===== src/core/lvd_pkg.sv =====
// package for the low voltage detect block: register map, fields, reset values
// assumes a 32-bit apb slave with byte addresses, one register per word
package lvd_pkg;
    // register byte offsets
    localparam logic [7:0] LVD_OFS_CTRL = 8'h00;
    localparam logic [7:0] LVD_OFS_FLAGS = 8'h04;
    localparam logic [7:0] LVD_OFS_ENABLES = 8'h08;
    localparam logic [7:0] LVD_OFS_PRIO = 8'h0C;
    localparam logic [7:0] LVD_OFS_GLOBAL = 8'h10;
    // control field positions
    localparam int LVD_SEL_LSB = 0;
    localparam int LVD_SEL_W = 4;
    localparam int LVD_EN_BIT = 4;
    localparam int LVD_STABLE_BIT = 5;
    // flag/enable/priority position of the low-voltage source
    localparam int LVD_FLAG_BIT = 2;
    // writable bits of the peripheral group 2 registers
    localparam logic [7:0] LVD_GRP2_MASK = 8'h0F;
    // reset values
    localparam logic [3:0] LVD_SEL_RST = 4'h5;
    localparam logic [7:0] LVD_GRP2_RST = 8'h00;
    // select code routing the external input
    localparam logic [3:0] LVD_SEL_EXT = 4'hF;
    // reference settle time and its cycle count at pclk rate
    localparam int LVD_CLK_HZ = 20_000_000;
    localparam int LVD_SETTLE_US = 50;
    localparam int LVD_SETTLE_CYC = (LVD_SETTLE_US * (LVD_CLK_HZ / 1_000_000));
    // apb request bundle
    typedef struct packed {
        logic psel;
        logic penable;
        logic pwrite;
        logic [7:0] paddr;
        logic [31:0] pwdata;
    } lvd_apb_req_t;
    // analog front end observation
    typedef struct packed {
        logic below_trip;
        logic ref_ready;
    } lvd_ana_t;
endpackage


===== src/core/lvd_sync.sv =====
// two-flop level synchroniser
// assumes an asynchronous input with no required phase relation to clk
`timescale 1ns/1ps
module lvd_sync (
    // clock and reset
    input wire logic clk,
    input wire logic rst_n,
    // levels
    input wire logic d,
    output logic q
);
    logic meta_r;
    // first stage feeds only the second
    always_ff @(posedge clk or negedge rst_n) begin
        if (!rst_n) begin
            meta_r <= 1'b0;
            q <= 1'b0;
        end else begin
            meta_r <= d;
            q <= meta_r;
        end
    end
endmodule // lvd_sync


===== src/core/lvd_settle.sv =====
// settle timer: counts a fixed time after enable before stable is reported
// assumes clk is a free-running clock whose rate was used to size COUNT
`timescale 1ns/1ps
module lvd_settle #(
    parameter int COUNT = 1000
) (
    // clock and reset
    input wire logic clk,
    input wire logic rst_n,
    // control and result
    input wire logic enable,
    output logic done
);
    localparam int W = $clog2(COUNT + 1);
    logic [W-1:0] cnt_r;
    // restart on every disable so each enable waits the full time
    always_ff @(posedge clk or negedge rst_n) begin
        if (!rst_n) begin
            cnt_r <= '0;
            done <= 1'b0;
        end else if (!enable) begin
            cnt_r <= '0;
            done <= 1'b0;
        end else if (cnt_r == W'(COUNT - 1)) begin
            done <= 1'b1;
        end else begin
            cnt_r <= cnt_r + W'(1);
        end
    end
endmodule // lvd_settle


===== src/core/lvd_top.sv =====
// low voltage detect control and status logic behind an apb slave
// assumes the analog divider, reference and comparator sit outside as inputs
`timescale 1ns/1ps
// Overview of operation
// - comparator below trip sets low-voltage flag
// - four-bit trip point select field
// - select all ones routes external input
// - lower codes select lower internal thresholds
// - bit four powers comparator up or down
// - bit five reads reference stable, read-only
// - bits seven and six read zero
// - reset control value is select 0101
// - any reset restores registers, detector off
// - no flag until reference is stable
// - works in sleep, crossing wakes device
// - flag and enables together request interrupt
// - settle timed by a pclk cycle count, plus reference ready
module lvd_top #(
    parameter int SETTLE_CYC = lvd_pkg::LVD_SETTLE_CYC
) (
    // apb clock and reset
    input wire logic pclk,
    input wire logic presetn,
    // apb slave
    input wire logic psel,
    input wire logic penable,
    input wire logic pwrite,
    input wire logic [7:0] paddr,
    input wire logic [31:0] pwdata,
    output logic [31:0] prdata,
    output logic pready,
    output logic pslverr,
    // analog front end
    input wire logic cmp_below_async,
    input wire logic ref_ready_async,
    input wire logic sleep_mode,
    output logic [3:0] trip_point_select,
    output logic ext_input_route,
    output logic detector_power_enable,
    // interrupt, wake
    output logic irq,
    output logic irq_high_prio,
    output logic wake_req
);
    import lvd_pkg::*;

    lvd_apb_req_t req;
    lvd_ana_t ana;
    logic [3:0] sel_r;
    logic en_r;
    logic [7:0] flags_r;
    logic [7:0] enables_r;
    logic [7:0] prio_r;
    logic global_en_r;
    logic below_s;
    logic ref_s;
    logic settled;
    logic stable;
    logic below_d_r;
    logic set_ev;
    logic wr_acc;
    logic rd_acc;
    logic hit;
    logic [31:0] rd_mux;
    logic flag_wr;
    logic irq_nxt;
    logic wr_ctrl;
    logic wr_enables;
    logic wr_prio;
    logic wr_global;
    logic wake_src;

    // detector phase: powered off, waiting on the reference, or armed
    typedef enum logic [1:0] {PH_OFF, PH_SETTLE, PH_ARMED} lvd_phase_t;
    lvd_phase_t phase_r;
    lvd_phase_t phase_nxt;

    // gather the bus into one bundle
    assign req = '{psel: psel, penable: penable, pwrite: pwrite,
                   paddr: paddr, pwdata: pwdata};
    assign wr_acc = req.psel && req.penable && req.pwrite;
    assign rd_acc = req.psel && !req.penable && !req.pwrite;
    assign hit = (req.paddr == LVD_OFS_CTRL) || (req.paddr == LVD_OFS_FLAGS) ||
                 (req.paddr == LVD_OFS_ENABLES) || (req.paddr == LVD_OFS_PRIO) ||
                 (req.paddr == LVD_OFS_GLOBAL);
    assign flag_wr = wr_acc && (req.paddr == LVD_OFS_FLAGS);
    // one write strobe per register keeps each register block short
    assign wr_ctrl = wr_acc && (req.paddr == LVD_OFS_CTRL);
    assign wr_enables = wr_acc && (req.paddr == LVD_OFS_ENABLES);
    assign wr_prio = wr_acc && (req.paddr == LVD_OFS_PRIO);
    assign wr_global = wr_acc && (req.paddr == LVD_OFS_GLOBAL);

    // bring the analog levels into pclk
    lvd_sync u_sync_cmp (
        .clk(pclk),
        .rst_n(presetn),
        .d(cmp_below_async),
        .q(below_s)
    );
    lvd_sync u_sync_ref (
        .clk(pclk),
        .rst_n(presetn),
        .d(ref_ready_async),
        .q(ref_s)
    );
    assign ana = '{below_trip: below_s, ref_ready: ref_s};

    // fixed-time wait; the analog ready must also agree, so a slow part is covered
    lvd_settle #(
        .COUNT(SETTLE_CYC)
    ) u_settle (
        .clk(pclk),
        .rst_n(presetn),
        .enable(en_r),
        .done(settled)
    );
    // phase walk; the timer and the analog ready must both agree before arming,
    // and a reference that drops out sends the detector back to waiting
    always_comb begin
        phase_nxt = phase_r;
        unique case (phase_r)
            PH_OFF: begin
                if (en_r) begin
                    phase_nxt = PH_SETTLE;
                end
            end
            PH_SETTLE: begin
                if (!en_r) begin
                    phase_nxt = PH_OFF;
                end else if (settled && ana.ref_ready) begin
                    phase_nxt = PH_ARMED;
                end
            end
            PH_ARMED: begin
                if (!en_r) begin
                    phase_nxt = PH_OFF;
                end else if (!ana.ref_ready) begin
                    phase_nxt = PH_SETTLE;
                end
            end
            default: phase_nxt = PH_OFF;
        endcase
    end

    // phase register; any reset leaves the detector off
    always_ff @(posedge pclk or negedge presetn) begin
        if (!presetn) begin
            phase_r <= PH_OFF;
        end else begin
            phase_r <= phase_nxt;
        end
    end

    // enable and ready gate the armed phase at once, so a disable is never late
    assign stable = (phase_r == PH_ARMED) && ana.ref_ready && en_r;

    // rising crossing of the trip point, only once stable
    assign set_ev = stable && ana.below_trip && !below_d_r;

    always_ff @(posedge pclk or negedge presetn) begin
        if (!presetn) begin
            below_d_r <= 1'b0;
        end else begin
            below_d_r <= ana.below_trip && stable;
        end
    end

    // trip point select; the code reaches the divider one cycle later
    always_ff @(posedge pclk or negedge presetn) begin
        if (!presetn) begin
            sel_r <= LVD_SEL_RST;
        end else if (wr_ctrl) begin
            sel_r <= req.pwdata[LVD_SEL_LSB +: LVD_SEL_W];
        end
    end

    // power enable; clearing it also restarts the settle wait,
    // so a quick off and on never skips the reference start-up
    always_ff @(posedge pclk or negedge presetn) begin
        if (!presetn) begin
            en_r <= 1'b0;
        end else if (wr_ctrl) begin
            en_r <= req.pwdata[LVD_EN_BIT];
        end
    end

    // flag register: hardware set beats a same-cycle software clear
    always_ff @(posedge pclk or negedge presetn) begin
        if (!presetn) begin
            flags_r <= LVD_GRP2_RST;
        end else begin
            if (flag_wr) begin
                flags_r <= req.pwdata[7:0] & LVD_GRP2_MASK;
            end
            if (set_ev) begin
                flags_r[LVD_FLAG_BIT] <= 1'b1;
            end
        end
    end

    // interrupt enable register; the low-voltage source sits in bit 2,
    // and it also lets a pending flag wake a sleeping core
    always_ff @(posedge pclk or negedge presetn) begin
        if (!presetn) begin
            enables_r <= LVD_GRP2_RST;
        end else if (wr_enables) begin
            enables_r <= req.pwdata[7:0] & LVD_GRP2_MASK;
        end
    end

    // priority register; only decides whether the high-priority line also carries the irq
    always_ff @(posedge pclk or negedge presetn) begin
        if (!presetn) begin
            prio_r <= LVD_GRP2_RST;
        end else if (wr_prio) begin
            prio_r <= req.pwdata[7:0] & LVD_GRP2_MASK;
        end
    end

    // global enable; gates the irq but not the wake,
    // since a sleeping core must still come back on a crossing
    always_ff @(posedge pclk or negedge presetn) begin
        if (!presetn) begin
            global_en_r <= 1'b0;
        end else if (wr_global) begin
            global_en_r <= req.pwdata[0];
        end
    end

    // read mux; unimplemented bits return zero
    always_comb begin
        rd_mux = 32'h0000_0000;
        unique case (req.paddr)
            LVD_OFS_CTRL: begin
                rd_mux[LVD_SEL_LSB +: LVD_SEL_W] = sel_r;
                rd_mux[LVD_EN_BIT] = en_r;
                rd_mux[LVD_STABLE_BIT] = stable;
            end
            LVD_OFS_FLAGS: rd_mux[7:0] = flags_r;
            LVD_OFS_ENABLES: rd_mux[7:0] = enables_r;
            LVD_OFS_PRIO: rd_mux[7:0] = prio_r;
            LVD_OFS_GLOBAL: rd_mux[0] = global_en_r;
            default: rd_mux = 32'h0000_0000;
        endcase
    end

    // read data captured in setup so it stands through the access phase;
    // a live stable bit may move later, the captured word does not
    always_ff @(posedge pclk or negedge presetn) begin
        if (!presetn) begin
            prdata <= 32'h0000_0000;
        end else if (rd_acc) begin
            prdata <= rd_mux;
        end
    end

    // no wait state: ready follows every setup cycle for exactly one cycle
    always_ff @(posedge pclk or negedge presetn) begin
        if (!presetn) begin
            pready <= 1'b0;
        end else begin
            pready <= req.psel && !req.penable;
        end
    end

    // unmapped addresses are refused alongside ready; their writes never decode
    always_ff @(posedge pclk or negedge presetn) begin
        if (!presetn) begin
            pslverr <= 1'b0;
        end else begin
            pslverr <= req.psel && !req.penable && !hit;
        end
    end

    // interrupt request from flag with both enables
    assign irq_nxt = flags_r[LVD_FLAG_BIT] && enables_r[LVD_FLAG_BIT] && global_en_r;

    // level irq, one register stage behind the flag and enables;
    // it drops only when software clears the flag or a mask bit
    always_ff @(posedge pclk or negedge presetn) begin
        if (!presetn) begin
            irq <= 1'b0;
        end else begin
            irq <= irq_nxt;
        end
    end

    // high-priority copy, never without the plain request
    always_ff @(posedge pclk or negedge presetn) begin
        if (!presetn) begin
            irq_high_prio <= 1'b0;
        end else begin
            irq_high_prio <= irq_nxt && prio_r[LVD_FLAG_BIT];
        end
    end

    // fresh crossing, or a pending enabled flag left over from before sleep
    assign wake_src = set_ev || (flags_r[LVD_FLAG_BIT] && enables_r[LVD_FLAG_BIT]);

    // wake needs no global enable; clock may be slow in sleep, so flagged
    // crossing wakes on the next edge
    always_ff @(posedge pclk or negedge presetn) begin
        if (!presetn) begin
            wake_req <= 1'b0;
        end else begin
            wake_req <= sleep_mode && en_r && wake_src;
        end
    end

    // divider tap select, registered so the analog side sees no glitches;
    // higher codes pick higher thresholds, decoded in the divider itself
    always_ff @(posedge pclk or negedge presetn) begin
        if (!presetn) begin
            trip_point_select <= LVD_SEL_RST;
        end else begin
            trip_point_select <= sel_r;
        end
    end

    // external input route; moves in the same cycle as the tap select,
    // so the comparator never sees a mixed setting for more than an edge
    always_ff @(posedge pclk or negedge presetn) begin
        if (!presetn) begin
            ext_input_route <= 1'b0;
        end else begin
            ext_input_route <= (sel_r == LVD_SEL_EXT);
        end
    end

    // analog power enable, a registered copy of the control bit
    always_ff @(posedge pclk or negedge presetn) begin
        if (!presetn) begin
            detector_power_enable <= 1'b0;
        end else begin
            detector_power_enable <= en_r;
        end
    end
endmodule // lvd_top


===== config.mk =====
export PLATFORM = sky130hd
export DESIGN_NAME = lvd_top
export DESIGN_NICKNAME = d
export VERILOG_FILES = /design/src/core/lvd_pkg.sv /design/src/core/lvd_sync.sv /design/src/core/lvd_settle.sv /design/src/core/lvd_top.sv
export SDC_FILE = /design/constraint.sdc
export NUM_CORES = 1
export LEC_CHECK = 0
export ABC_AREA = 1
export BUFFER_PORTS_ARGS = -buffer_cell sky130_fd_sc_hd__buf_2
export CORE_MARGIN = 4
export CORE_UTILIZATION = 53
export CTS_CLUSTER_DIAMETER = 120
export DETAILED_ROUTE_END_ITERATION = 10
export GPL_TIMING_DRIVEN = 0
export HOLD_SLACK_MARGIN = 0.08
export PLACE_DENSITY = 0.84
export SLEW_MARGIN = 30
export SYNTH_ARGS = -nofsm -noshare
export SYNTH_HDL_FRONTEND = slang
export SYNTH_SLANG_ARGS = --single-unit

===== constraint.sdc =====
create_clock -name pclk -period 3.5 [get_ports pclk]
set_input_delay 0.175 -clock pclk [delete_from_list [all_inputs] [get_ports pclk]]
set_output_delay 0.175 -clock pclk [all_outputs]
set_load 0.05 [all_outputs]

==> impl_metrics.py, run 1 <==
metrics = {
    "yosys": {
        "muxShareOfSynthArea_pct": 0,
        "synthesis.area_um2": 2560,
        "synth-simple-area-share_pct": 23.8,
        "synth_fa_ha_area_share_pct": 0.488,
        "ys_seq_elements": 53,
        "synth-compound-area-share_pct": 7.32,
        "synth.yosys.warnings": 0,
        "synth-seq-area-share_pct": 52.0,
        "syn_area_per_cell_um2": 8.81,
        "synthXorXnorAreaFrac_pct": 1.37,
        "synth_top_family_by_area": "simple AND/OR/NAND/NOR gates",
        "synthCells": 291,
        "synthDistinctLibCells": 30,
    },
    "global_route": {
        "antenna_found_initial": 0,
        "grtUsageTotal_pct": 17.2,
        "grt_max_degree": 54,
        "grt_overflow_total": 0,
        "grt_pass1_wl_mm": 8.31,
        "grt_pass1_vias": 1859,
    },
    "sta": {
        "fmax_ghz": 0.721,
        "clock-skew-final_ns": 0.00972,
        "drv_slew": 0,
        "final-setup-viol-count": 0,
        "setup_tns_ns": 0,
        "post-route-min-period_ns": 1.39,
        "rsz0062_at_grt": "false",
        "report.final.hold_viol_count": 0,
        "max_slew_margin_pct": 58.3,
        "post-route-period-util_pct": 39.6,
        "worstMarginPinSlew_ns": 0.625,
    },
    "drt": {
        "antenna_left": 0,
        "firstDrtPassIters": 4,
        "drc_errors": 0,
        "drtIter0Drc": 99,
        "num_vias": 1963,
        "routed_wl_mm": 4.78,
        "wire_per_inst_um": 11.4,
        "viasPerCell": 4.70,
    },
    "cells_and_area": {
        "fillerInstances": 399,
        "final_nets": 412,
        "layoutNonFillerInstCount": 418,
        "multi_input_comb_area_um2": 943,
        "most-common-layout-cells": "nand2_1 (64), dfrtp_1 (49), inv_1 (41)",
        "final_layout_size_suffix_gt1_share_pct": 26.1,
        "area_delta_synth_final_pct": 18.3,
        "final_common_cell": "nand2_1",
        "seq_area_um2": 1330,
        "antenna_cells": 0,
    },
    "critical_path": {
        "critPathTopFamily": "simple AND/OR/NAND/NOR gates",
        "crit_type": "reg -> reg",
        "r2r-end": "u_settle.cnt_r[8]",
        "reg2reg_depth": 6,
        "cp-end-kind": "flip-flop",
        "cp_num_buf_inv": 0,
        "reg2reg_slack_ns": 2.11,
        "cpMaxStageDelayCell": "dfrtp_1",
        "arrival_ns": 1.58,
        "cp_max_fo": 3,
        "cpPeakStageDelay_ns": 0.38,
        "critPathLaunchType": "flip-flop",
        "r2r_start": "u_settle.cnt_r[1]",
        "crit_chain": "ha_1 > nand2_1 > nor2_1 > nand3_1 > o21ai_0 > a21oi_1",
        "cp.required_ns": 3.69,
    },
    "worst_hold_path": {
        "hold_depth": 3,
        "whs_endpoint": "wake_req",
        "hold_start": "sleep_mode",
        "hp-class": "in -> reg",
    },
    "power": {
        "pwr-share-comb_pct": 24.7,
        "powerDensity_nw_per_um2": 464,
        "p_int_mw": 0.940,
        "p_switching_mw": 0.468,
        "pwr-share-clk_pct": 23.7,
        "p_leak_nw": 1.69,
        "peakVddDrop_uv": 160,
        "p_seq_share_pct": 51.6,
        "power_mw": 1.41,
        "swShare_pct": 33.2,
    },
    "placed_design": {
        "port_buffers": 37,
        "hpwlAfterDp_mm": 3.64,
        "gp_congestion": 0.807,
        "placedCellCount": 407,
    },
    "clock_network": {
        "cts_htree_levels": 2,
        "tritoncts": "yes",
        "numCtsBuffers": 5,
        "cts_setup_buffers": 0,
        "clock_sinks": 53,
        "clk-insertion-delay-late_ns": 0.30,
        "clockBufferDepth": 2,
        "clk_pin_slew_worst_paths_ns": 0.09,
        "cts_root_buffer": "clkbuf_8",
    },
    "floorplanning": {
        "core.rowCount": 25,
        "dieArea_um2": 6010,
        "dieWidth_um": 77.5,
        "core_um2": 4690,
        "die_h_um": 77.5,
        "start_util_pct": 54.6,
        "num_io_pins": 91,
    },
    "flow_run": {
        "cap_violations": 0,
    },
    "status": {
        "status": "completed",
    },
}
[per-layer routing]
layer | up-vias | track usage [%] | share of wire (%)
met2 | 53 | 29.7 | 52
li1 | 1007 | - | -
met1 | 896 | 21.6 | 42
met5 | - | 0 | 0
met4 | 0 | 5.87 | 1.5
met3 | 7 | 3.13 | 5.1
[sequential cells by signal, summed over array words and instances (netlist names), 2 cells and up]
register,count
enables_r,4
flags_r,4
phase_r,2
prdata,6
prio_r,4
sel_r,4
trip_point_select,4
u_settle.cnt_r,10
[tightest hold or removal path, cell delays in order]
cell and delay (ns):
buf_2 0.11, nand2_1 0.06, a21oi_1 0.03
[power by group through the flow]
stage | Clock (mW) | Combinational (mW) | Sequential [mW]
final | 0.334 | 0.348 | 0.726
after global routing | 0.370 | 0.383 | 0.734
after CTS | 0.345 | 0.350 | 0.725
after detailed placement | 0 | 0.346 | 0.736
after global placement | 0 | 0.331 | 0.733
after floorplan | 0 | 0.253 | 0.753
[worst max path at each step]
stage	from	endpoint	slack, ns	cells after the start
6_report	u_settle.cnt_r[1]	u_settle.cnt_r[8]	2.11	6
3_3_place_gp	u_settle.cnt_r[1]	u_settle.cnt_r[8]	2.18	6
2_1_floorplan	u_settle.cnt_r[0]	u_settle.cnt_r[8]	2.28	6
4_1_cts	u_settle.cnt_r[1]	u_settle.cnt_r[8]	2.09	6
3_5_place_dp	u_settle.cnt_r[0]	u_settle.cnt_r[8]	2.10	6
5_1_grt	u_settle.cnt_r[1]	u_settle.cnt_r[8]	1.96	6
[what timing repair did]
item | CTS | global route
endpoints found under the hold margin | 51 | 0
gates resized for setup | 0 | 0
hold buffers | 3 | 0
[kinds of logic after synthesis]
kind of cell / after synthesis
xor gates and xnor gates: 4
other: 1
adders and majority gates: 1
DFF: 53
AOI/OAI and AO/OA: 36
buffers and inverters: 71
and+or+nand+nor: 125
[stage by stage]
stage	hold WS, ns	area [µm²]	setup slack (ns)	utilization [%]
final	0.0926	3030	2.11	64.6
after global routing	0.0858	3030	1.96	64.6
after CTS	0.0875	3030	2.09	64.6
after detailed placement	0.237	2910	2.10	62.1
after global placement	0.291	2910	2.18	62.0
after floorplan	-0.121	2660	2.28	-
[synth_stat cells (all sizes together)]
| library cell | n | area share (%) |
|---|---|---|
| a21oi | 10 | 2.0 |
| nor4 | 2 | 1.7 |
| inv | 43 | 6.4 |
| buf | 28 | 8.5 |
| nor2 | 25 | 4.5 |
| o21a | 1 | 0.29 |
| nand4 | 2 | 0.49 |
| nand3b | 1 | 0.29 |
| xor2 | 2 | 0.68 |
| dfrtp | 49 | 48 |
| dfstp | 4 | 4.1 |
| nand2 | 68 | 11 |
| or2 | 1 | 0.24 |
| xnor2 | 2 | 0.68 |
| o21bai | 1 | 0.29 |
| conb | 1 | 0.15 |
| nor3 | 4 | 0.98 |
| nand3 | 22 | 4.9 |
| o21ai | 23 | 4.5 |
| ha | 1 | 0.49 |
| o211ai | 1 | 0.29 |
[layout make-up]
type                            instances  share of cell area (%)
Clock inverter                          3                   0.702
Timing Repair Buffer                   40                    7.18
Tap cell                               54                    2.23
Inverter                               43                    5.41
Buffer                                 28                    7.18
Multi-Input combinational cell        192                    31.1
Clock buffer                            5                    2.27
Sequential cell                        53                    43.9
(Power assumes the default switching activity.)
==> inputs of run 2 (changes only) <==
--- a/config.mk
+++ b/config.mk
@@ -8,12 +8,12 @@
 export ABC_AREA = 1
 export BUFFER_PORTS_ARGS = -buffer_cell sky130_fd_sc_hd__buf_2
 export CORE_MARGIN = 4
-export CORE_UTILIZATION = 53
+export CORE_UTILIZATION = 50
 export CTS_CLUSTER_DIAMETER = 120
 export DETAILED_ROUTE_END_ITERATION = 10
 export GPL_TIMING_DRIVEN = 0
 export HOLD_SLACK_MARGIN = 0.08
-export PLACE_DENSITY = 0.84
+export PLACE_DENSITY = 0.8
 export SLEW_MARGIN = 30
 export SYNTH_ARGS = -nofsm -noshare
 export SYNTH_HDL_FRONTEND = slang
==> constraint.sdc (replaced) <==
create_clock -name pclk -period 1.5 [get_ports pclk]
set_input_delay 0.075 -clock pclk [delete_from_list [all_inputs] [get_ports pclk]]
set_output_delay 0.075 -clock pclk [all_outputs]
set_load 0.05 [all_outputs]
==> impl_metrics.py, run 2 (synthesis gave the netlist of run 1 again) <==
metrics = {
    "floorplanning": {
        "core_um2": 4850,
        "dieWidth_um": 79.6,
        "core.rowCount": 25,
        "die_h_um": 79.6,
        "dieArea_um2": 6330,
        "num_io_pins": 91,
        "start_util_pct": 52.9,
    },
    "placed_design": {
        "gp_congestion": 0.809,
        "port_buffers": 37,
        "hpwlAfterDp_mm": 3.59,
        "placed_cell_area_um2": 2930,
        "placedCellCount": 420,
        "dp_slack_ns": 0.123,
    },
    "power": {
        "power_mw": 3.50,
        "peakVddDrop_uv": 543,
        "powerDensity_nw_per_um2": 1110,
        "pwr-share-clk_pct": 27.9,
        "p_int_mw": 2.42,
        "swShare_pct": 30.8,
        "p_switching_mw": 1.08,
        "pwr-share-comb_pct": 23.6,
        "p_leak_nw": 1.74,
        "p_seq_share_pct": 48.5,
    },
    "global_route": {
        "grt_pass1_wl_mm": 8.36,
        "grtUsageTotal_pct": 16.6,
        "grt_overflow_total": 0,
        "grt_pass1_vias": 1935,
        "antenna_found_initial": 0,
        "grt_max_degree": 54,
    },
    "drt": {
        "num_vias": 1999,
        "wire_per_inst_um": 10.9,
        "routed_wl_mm": 4.79,
        "viasPerCell": 4.55,
        "antenna_left": 0,
        "firstDrtPassIters": 4,
        "drc_errors": 0,
        "drtIter0Drc": 109,
    },
    "sta": {
        "report.final.hold_viol_count": 0,
        "rsz0062_at_grt": "false",
        "final-setup-viol-count": 0,
        "max_slew_margin_pct": 57.8,
        "post-route-period-util_pct": 88.4,
        "post-route-min-period_ns": 1.33,
        "clock-skew-final_ns": 0.00612,
        "fmax_ghz": 0.754,
        "worstMarginPinSlew_ns": 0.633,
        "setup_tns_ns": 0,
        "whs_ns": 0.154,
        "drv_slew": 0,
        "setup_ws_ns": 0.174,
    },
    "critical_path": {
        "r2r-end": "u_settle.done",
        "critPathLaunchType": "flip-flop",
        "critPathTopFamily": "flip-flops",
        "r2r_start": "u_settle.cnt_r[0]",
        "crit_start": "u_settle.cnt_r[0]",
        "cpMaxStageDelayCell": "dfrtp_1",
        "cpPeakStageDelay_ns": 0.41,
        "cp_max_fo": 5,
        "crit_top_cell": "inv_1",
        "crit_cells": 6,
        "arrival_ns": 1.52,
        "cp-endpoint": "u_settle.done",
        "crit_chain": "ha_1 > nand2_1 > inv_1 > nand4_1 > inv_1 > o21a_1",
        "cp-end-kind": "flip-flop",
        "crit_type": "reg -> reg",
        "reg2reg_depth": 6,
        "cp.required_ns": 1.70,
        "cp_num_buf_inv": 2,
        "reg2reg_slack_ns": 0.17,
    },
    "cells_and_area": {
        "postLayoutCellArea_um2": 3160,
        "multi_input_comb_area_um2": 946,
        "largest-register": "u_settle.cnt_r",
        "area_delta_synth_final_pct": 23.2,
        "final_common_cell": "nand2_1",
        "fillerInstances": 396,
        "fin_util_pct": 65.1,
        "largest_reg_flops": 10,
        "antenna_cells": 0,
        "most-common-layout-cells": "nand2_1 (64), dfrtp_1 (49), inv_1 (41)",
        "reg.largest.list": "u_settle.cnt_r: 10 flops, prdata: 6 flops",
        "final_nets": 420,
        "final_layout_size_suffix_gt1_share_pct": 25.5,
        "seq_area_um2": 1330,
        "layoutNonFillerInstCount": 439,
    },
    "flow_run": {
        "cap_violations": 0,
    },
    "clock_network": {
        "clk-insertion-delay-late_ns": 0.30,
        "numCtsBuffers": 5,
        "tritoncts": "yes",
        "clockBufferDepth": 2,
        "clock_sinks": 53,
        "cts_root_buffer": "clkbuf_8",
        "cts_htree_levels": 2,
        "clk_pin_slew_worst_paths_ns": 0.09,
    },
    "worst_hold_path": {
        "hp-class": "in -> reg",
    },
    "status": {
        "status": "completed",
    },
}
## run 2: cell types whose count changed in the layout (fill, tap and decap cells not counted), sizes merged
| cell | delta |
|---|---|
| bufinv | +1 |
| clkinv | -1 |
| inv | -1 |
| clkinvlp | -1 |
| clkbuf | +2 |
| dlygate4sd3 | +8 |
## run 2: final cells by class
type | count | share of cell area, %
Tap cell | 67 | 2.66
Buffer | 28 | 6.90
Inverter | 43 | 5.19
Clock buffer | 7 | 2.73
Multi-Input combinational cell | 192 | 30.0
Sequential cell | 53 | 42.2
Clock inverter | 1 | 0.951
Timing Repair Buffer | 48 | 9.43
## run 2: repair_timing
item,in CTS,in global routing
resized for setup,0,1
setup endpoints to repair,0,1
hold buffers,11,0
setup buffers,0,0
endpoints found under the hold margin,66,0
## run 2: how the worst min path moves through the flow
stage | startpoint | end | cells after the start
finish | pwrite | prdata[4] | 4
global route | pwrite | prdata[5] | 4
CTS | pwrite | prdata[5] | 4
detailed placement | presetn | u_settle.cnt_r[5] | 1
global placement | cmp_below_async | u_sync_cmp.meta_r | 1
floorplan | presetn | below_d_r | 0
## run 2: worst register-to-register path: stages (launching register included)
cell and delay, ns:
dfrtp_1 0.41, ha_1 0.23, nand2_1 0.10, inv_1 0.05, nand4_1 0.18, inv_1 0.09
o21a_1 0.17
## run 2: power groups by stage
stage	Sequential, mW	Combinational [mW]	Clock (mW)
after floorplan	1.76	0.589	0
after global placement	1.71	0.774	0
after detailed placement	1.72	0.798	0
after CTS	1.69	0.822	0.993
after global routing	1.71	0.917	1.05
final	1.70	0.827	0.977
## run 2: per-layer routing
layer / part of all wire, % / vias to the layer above / GRT usage [%] / routed length [µm]
li1: - / 1016 / - / -
met1: 45 / 909 / 21.1 / 2140
met3: 6.0 / 5 / 3.50 / 287
met4: 1.5 / 0 / 5.84 / 71
met2: 48 / 69 / 27.9 / 2290
met5: 0 / - / 0 / 0
==> inputs of run 3 (changes only) <==
--- a/config.mk
+++ b/config.mk
@@ -14,6 +14,8 @@
 export GPL_TIMING_DRIVEN = 0
 export HOLD_SLACK_MARGIN = 0.08
 export PLACE_DENSITY = 0.8
+export RECOVER_POWER = 50
+export REMOVE_ABC_BUFFERS = 1
 export SLEW_MARGIN = 30
 export SYNTH_ARGS = -nofsm -noshare
 export SYNTH_HDL_FRONTEND = slang
==> impl_metrics.py, run 3 (synthesis gave the netlist of run 1 again) <==
metrics = {
    "placed_design": {
        "gp_congestion": 0.819,
        "dp_slack_ns": 0.0173,
        "port_buffers": 37,
        "hpwlAfterDp_mm": 3.54,
        "placedCellCount": 392,
    },
    "cells_and_area": {
        "largest_reg_flops": 10,
        "fin_util_pct": 60.6,
        "most-common-layout-cells": "nand2_1 (64), dfrtp_1 (48), inv_1 (41)",
        "fillerInstances": 416,
        "final_common_cell": "nand2_1",
        "layoutNonFillerInstCount": 411,
        "area_delta_synth_final_pct": 14.7,
        "largest-register": "u_settle.cnt_r",
        "antenna_cells": 0,
        "final_layout_size_suffix_gt1_share_pct": 18.9,
        "final_nets": 392,
        "reg.largest.list": "u_settle.cnt_r: 10 flops, prdata: 6 flops",
    },
    "critical_path": {
        "reg2reg_depth": 6,
        "cp.required_ns": 1.66,
        "crit_chain": "dlygate4sd3_1 > clkbuf_1 > nand3_2 > nor4_4 > o21ai_0",
        "crit_start": "psel",
        "crit_type": "in -> reg",
        "cp-end-kind": "flip-flop",
        "cpMaxStageDelayCell": "dlygate4sd3_1",
        "cp_num_buf_inv": 2,
        "cpPeakStageDelay_ns": 0.52,
        "cp_max_fo": 8,
        "r2r-end": "u_settle.cnt_r[8]",
        "reg2reg_slack_ns": 0.15,
        "arrival_ns": 1.51,
        "critPathLaunchType": "input pin",
        "crit_cells": 5,
        "critPathTopFamily": "buffers and inverters",
        "cp-endpoint": "prio_r[0]",
        "r2r_start": "u_settle.cnt_r[1]",
    },
    "global_route": {
        "grt_pass1_wl_mm": 8.32,
        "antenna_found_initial": 0,
        "grt_pass1_vias": 1868,
        "grt_max_degree": 54,
        "grt_overflow_total": 0,
        "grtUsageTotal_pct": 16.5,
    },
    "drt": {
        "viasPerCell": 4.63,
        "firstDrtPassIters": 4,
        "drtIter0Drc": 84,
        "drc_errors": 0,
        "num_vias": 1901,
        "routed_wl_mm": 4.72,
        "wire_per_inst_um": 11.5,
        "antenna_left": 0,
    },
    "clock_network": {
        "clk-insertion-delay-late_ns": 0.30,
        "numCtsBuffers": 5,
        "cts_root_buffer": "clkbuf_8",
        "clockBufferDepth": 2,
        "tritoncts": "yes",
        "clock_sinks": 53,
        "cts_setup_buffers": 0,
        "cts_htree_levels": 2,
        "clk_pin_slew_worst_paths_ns": 0.09,
    },
    "power": {
        "p_switching_mw": 1.10,
        "pwr-share-comb_pct": 23.0,
        "peakVddDrop_uv": 489,
        "swShare_pct": 32.1,
        "p_leak_nw": 1.58,
        "p_int_mw": 2.33,
        "power_mw": 3.44,
        "pwr-share-clk_pct": 27.7,
        "p_seq_share_pct": 49.3,
        "powerDensity_nw_per_um2": 1170,
    },
    "floorplanning": {
        "dieWidth_um": 79.6,
        "dieArea_um2": 6330,
        "num_io_pins": 91,
        "start_util_pct": 52.9,
        "die_h_um": 79.6,
        "core_um2": 4850,
        "core.rowCount": 25,
    },
    "worst_hold_path": {
        "hp-class": "in -> reg",
    },
    "sta": {
        "setup_tns_ns": 0,
        "post-route-min-period_ns": 1.35,
        "post-route-period-util_pct": 90.2,
        "worstMarginPinSlew_ns": 0.644,
        "final-setup-viol-count": 0,
        "max_slew_margin_pct": 57.1,
        "rsz0062_at_grt": "false",
        "drv_slew": 0,
        "report.final.hold_viol_count": 0,
        "clock-skew-final_ns": 0.0102,
        "setup_ws_ns": 0.146,
        "fmax_ghz": 0.739,
    },
    "flow_run": {
        "cap_violations": 0,
    },
    "status": {
        "status": "completed",
    },
}
-- run 3: cell types whose count changed in the layout (fill, tap and decap cells not counted), sizes merged --
cell    delta
buf       -29
clkinv     +1
-- run 3: tightest hold or removal path: stages --
cell and delay [ns]:
buf_2 0.10, inv_1 0.04, nand2_1 0.07, nor2_1 0.05
-- run 3: worst min path at each step --
stage,end,cells after the start,start,slack (ns)
after global placement,u_sync_cmp.meta_r,1,cmp_below_async,0.18
final,pslverr,4,penable,0.08
after CTS,pslverr,4,penable,0.08
after detailed placement,u_settle.cnt_r[5],1,presetn,0.14
after floorplan,below_d_r,0,presetn,-0.22
after global routing,pslverr,4,penable,0.14
-- run 3: final cells by class --
type	instances	area, µm²	area share [%]
Timing Repair Buffer	48	297	10.1
Sequential cell	53	1330	45.3
Clock buffer	6	72.6	2.47
Multi-Input combinational cell	192	952	32.4
Inverter	43	164	5.57
Tap cell	67	83.8	2.85
Clock inverter	2	38.8	1.32
-- run 3: per-layer routing --
| metal | up-vias | global-route usage, % | wire (µm) |
|---|---|---|---|
| met4 | 0 | 4.12 | 49 |
| met3 | 5 | 3.72 | 250 |
| li1 | 964 | - | - |
| met2 | 51 | 28.5 | 2350 |
| met5 | - | 0 | 0 |
| met1 | 881 | 21.0 | 2080 |
-- run 3: timing repair --
| item | in CTS | in global routing |
|---|---|---|
| gates cloned | 0 | 0 |
| endpoints found under the hold margin | 66 | 0 |
| hold buffers | 11 | 0 |
| endpoints found under the setup margin | 1 | 3 |
| gates resized for setup | 1 | 2 |
-- run 3: power by group through the flow --
stage,Sequential [mW],Clock [mW],Combinational (mW)
finish,1.70,0.953,0.790
global route,1.71,1.03,0.886
CTS,1.69,0.963,0.770
detailed placement,1.72,0,0.744
global placement,1.71,0,0.716
floorplan,1.76,0,0.533
-- run 3: per-stage QoR --
step | instance area [µm²] | hold slack, ns
4_1_cts | 2930 | 0.0849
2_1_floorplan | 2440 | -0.221
3_3_place_gp | 2710 | 0.184
5_1_grt | 2940 | 0.144
6_report | 2940 | 0.0769
3_5_place_dp | 2710 | 0.145
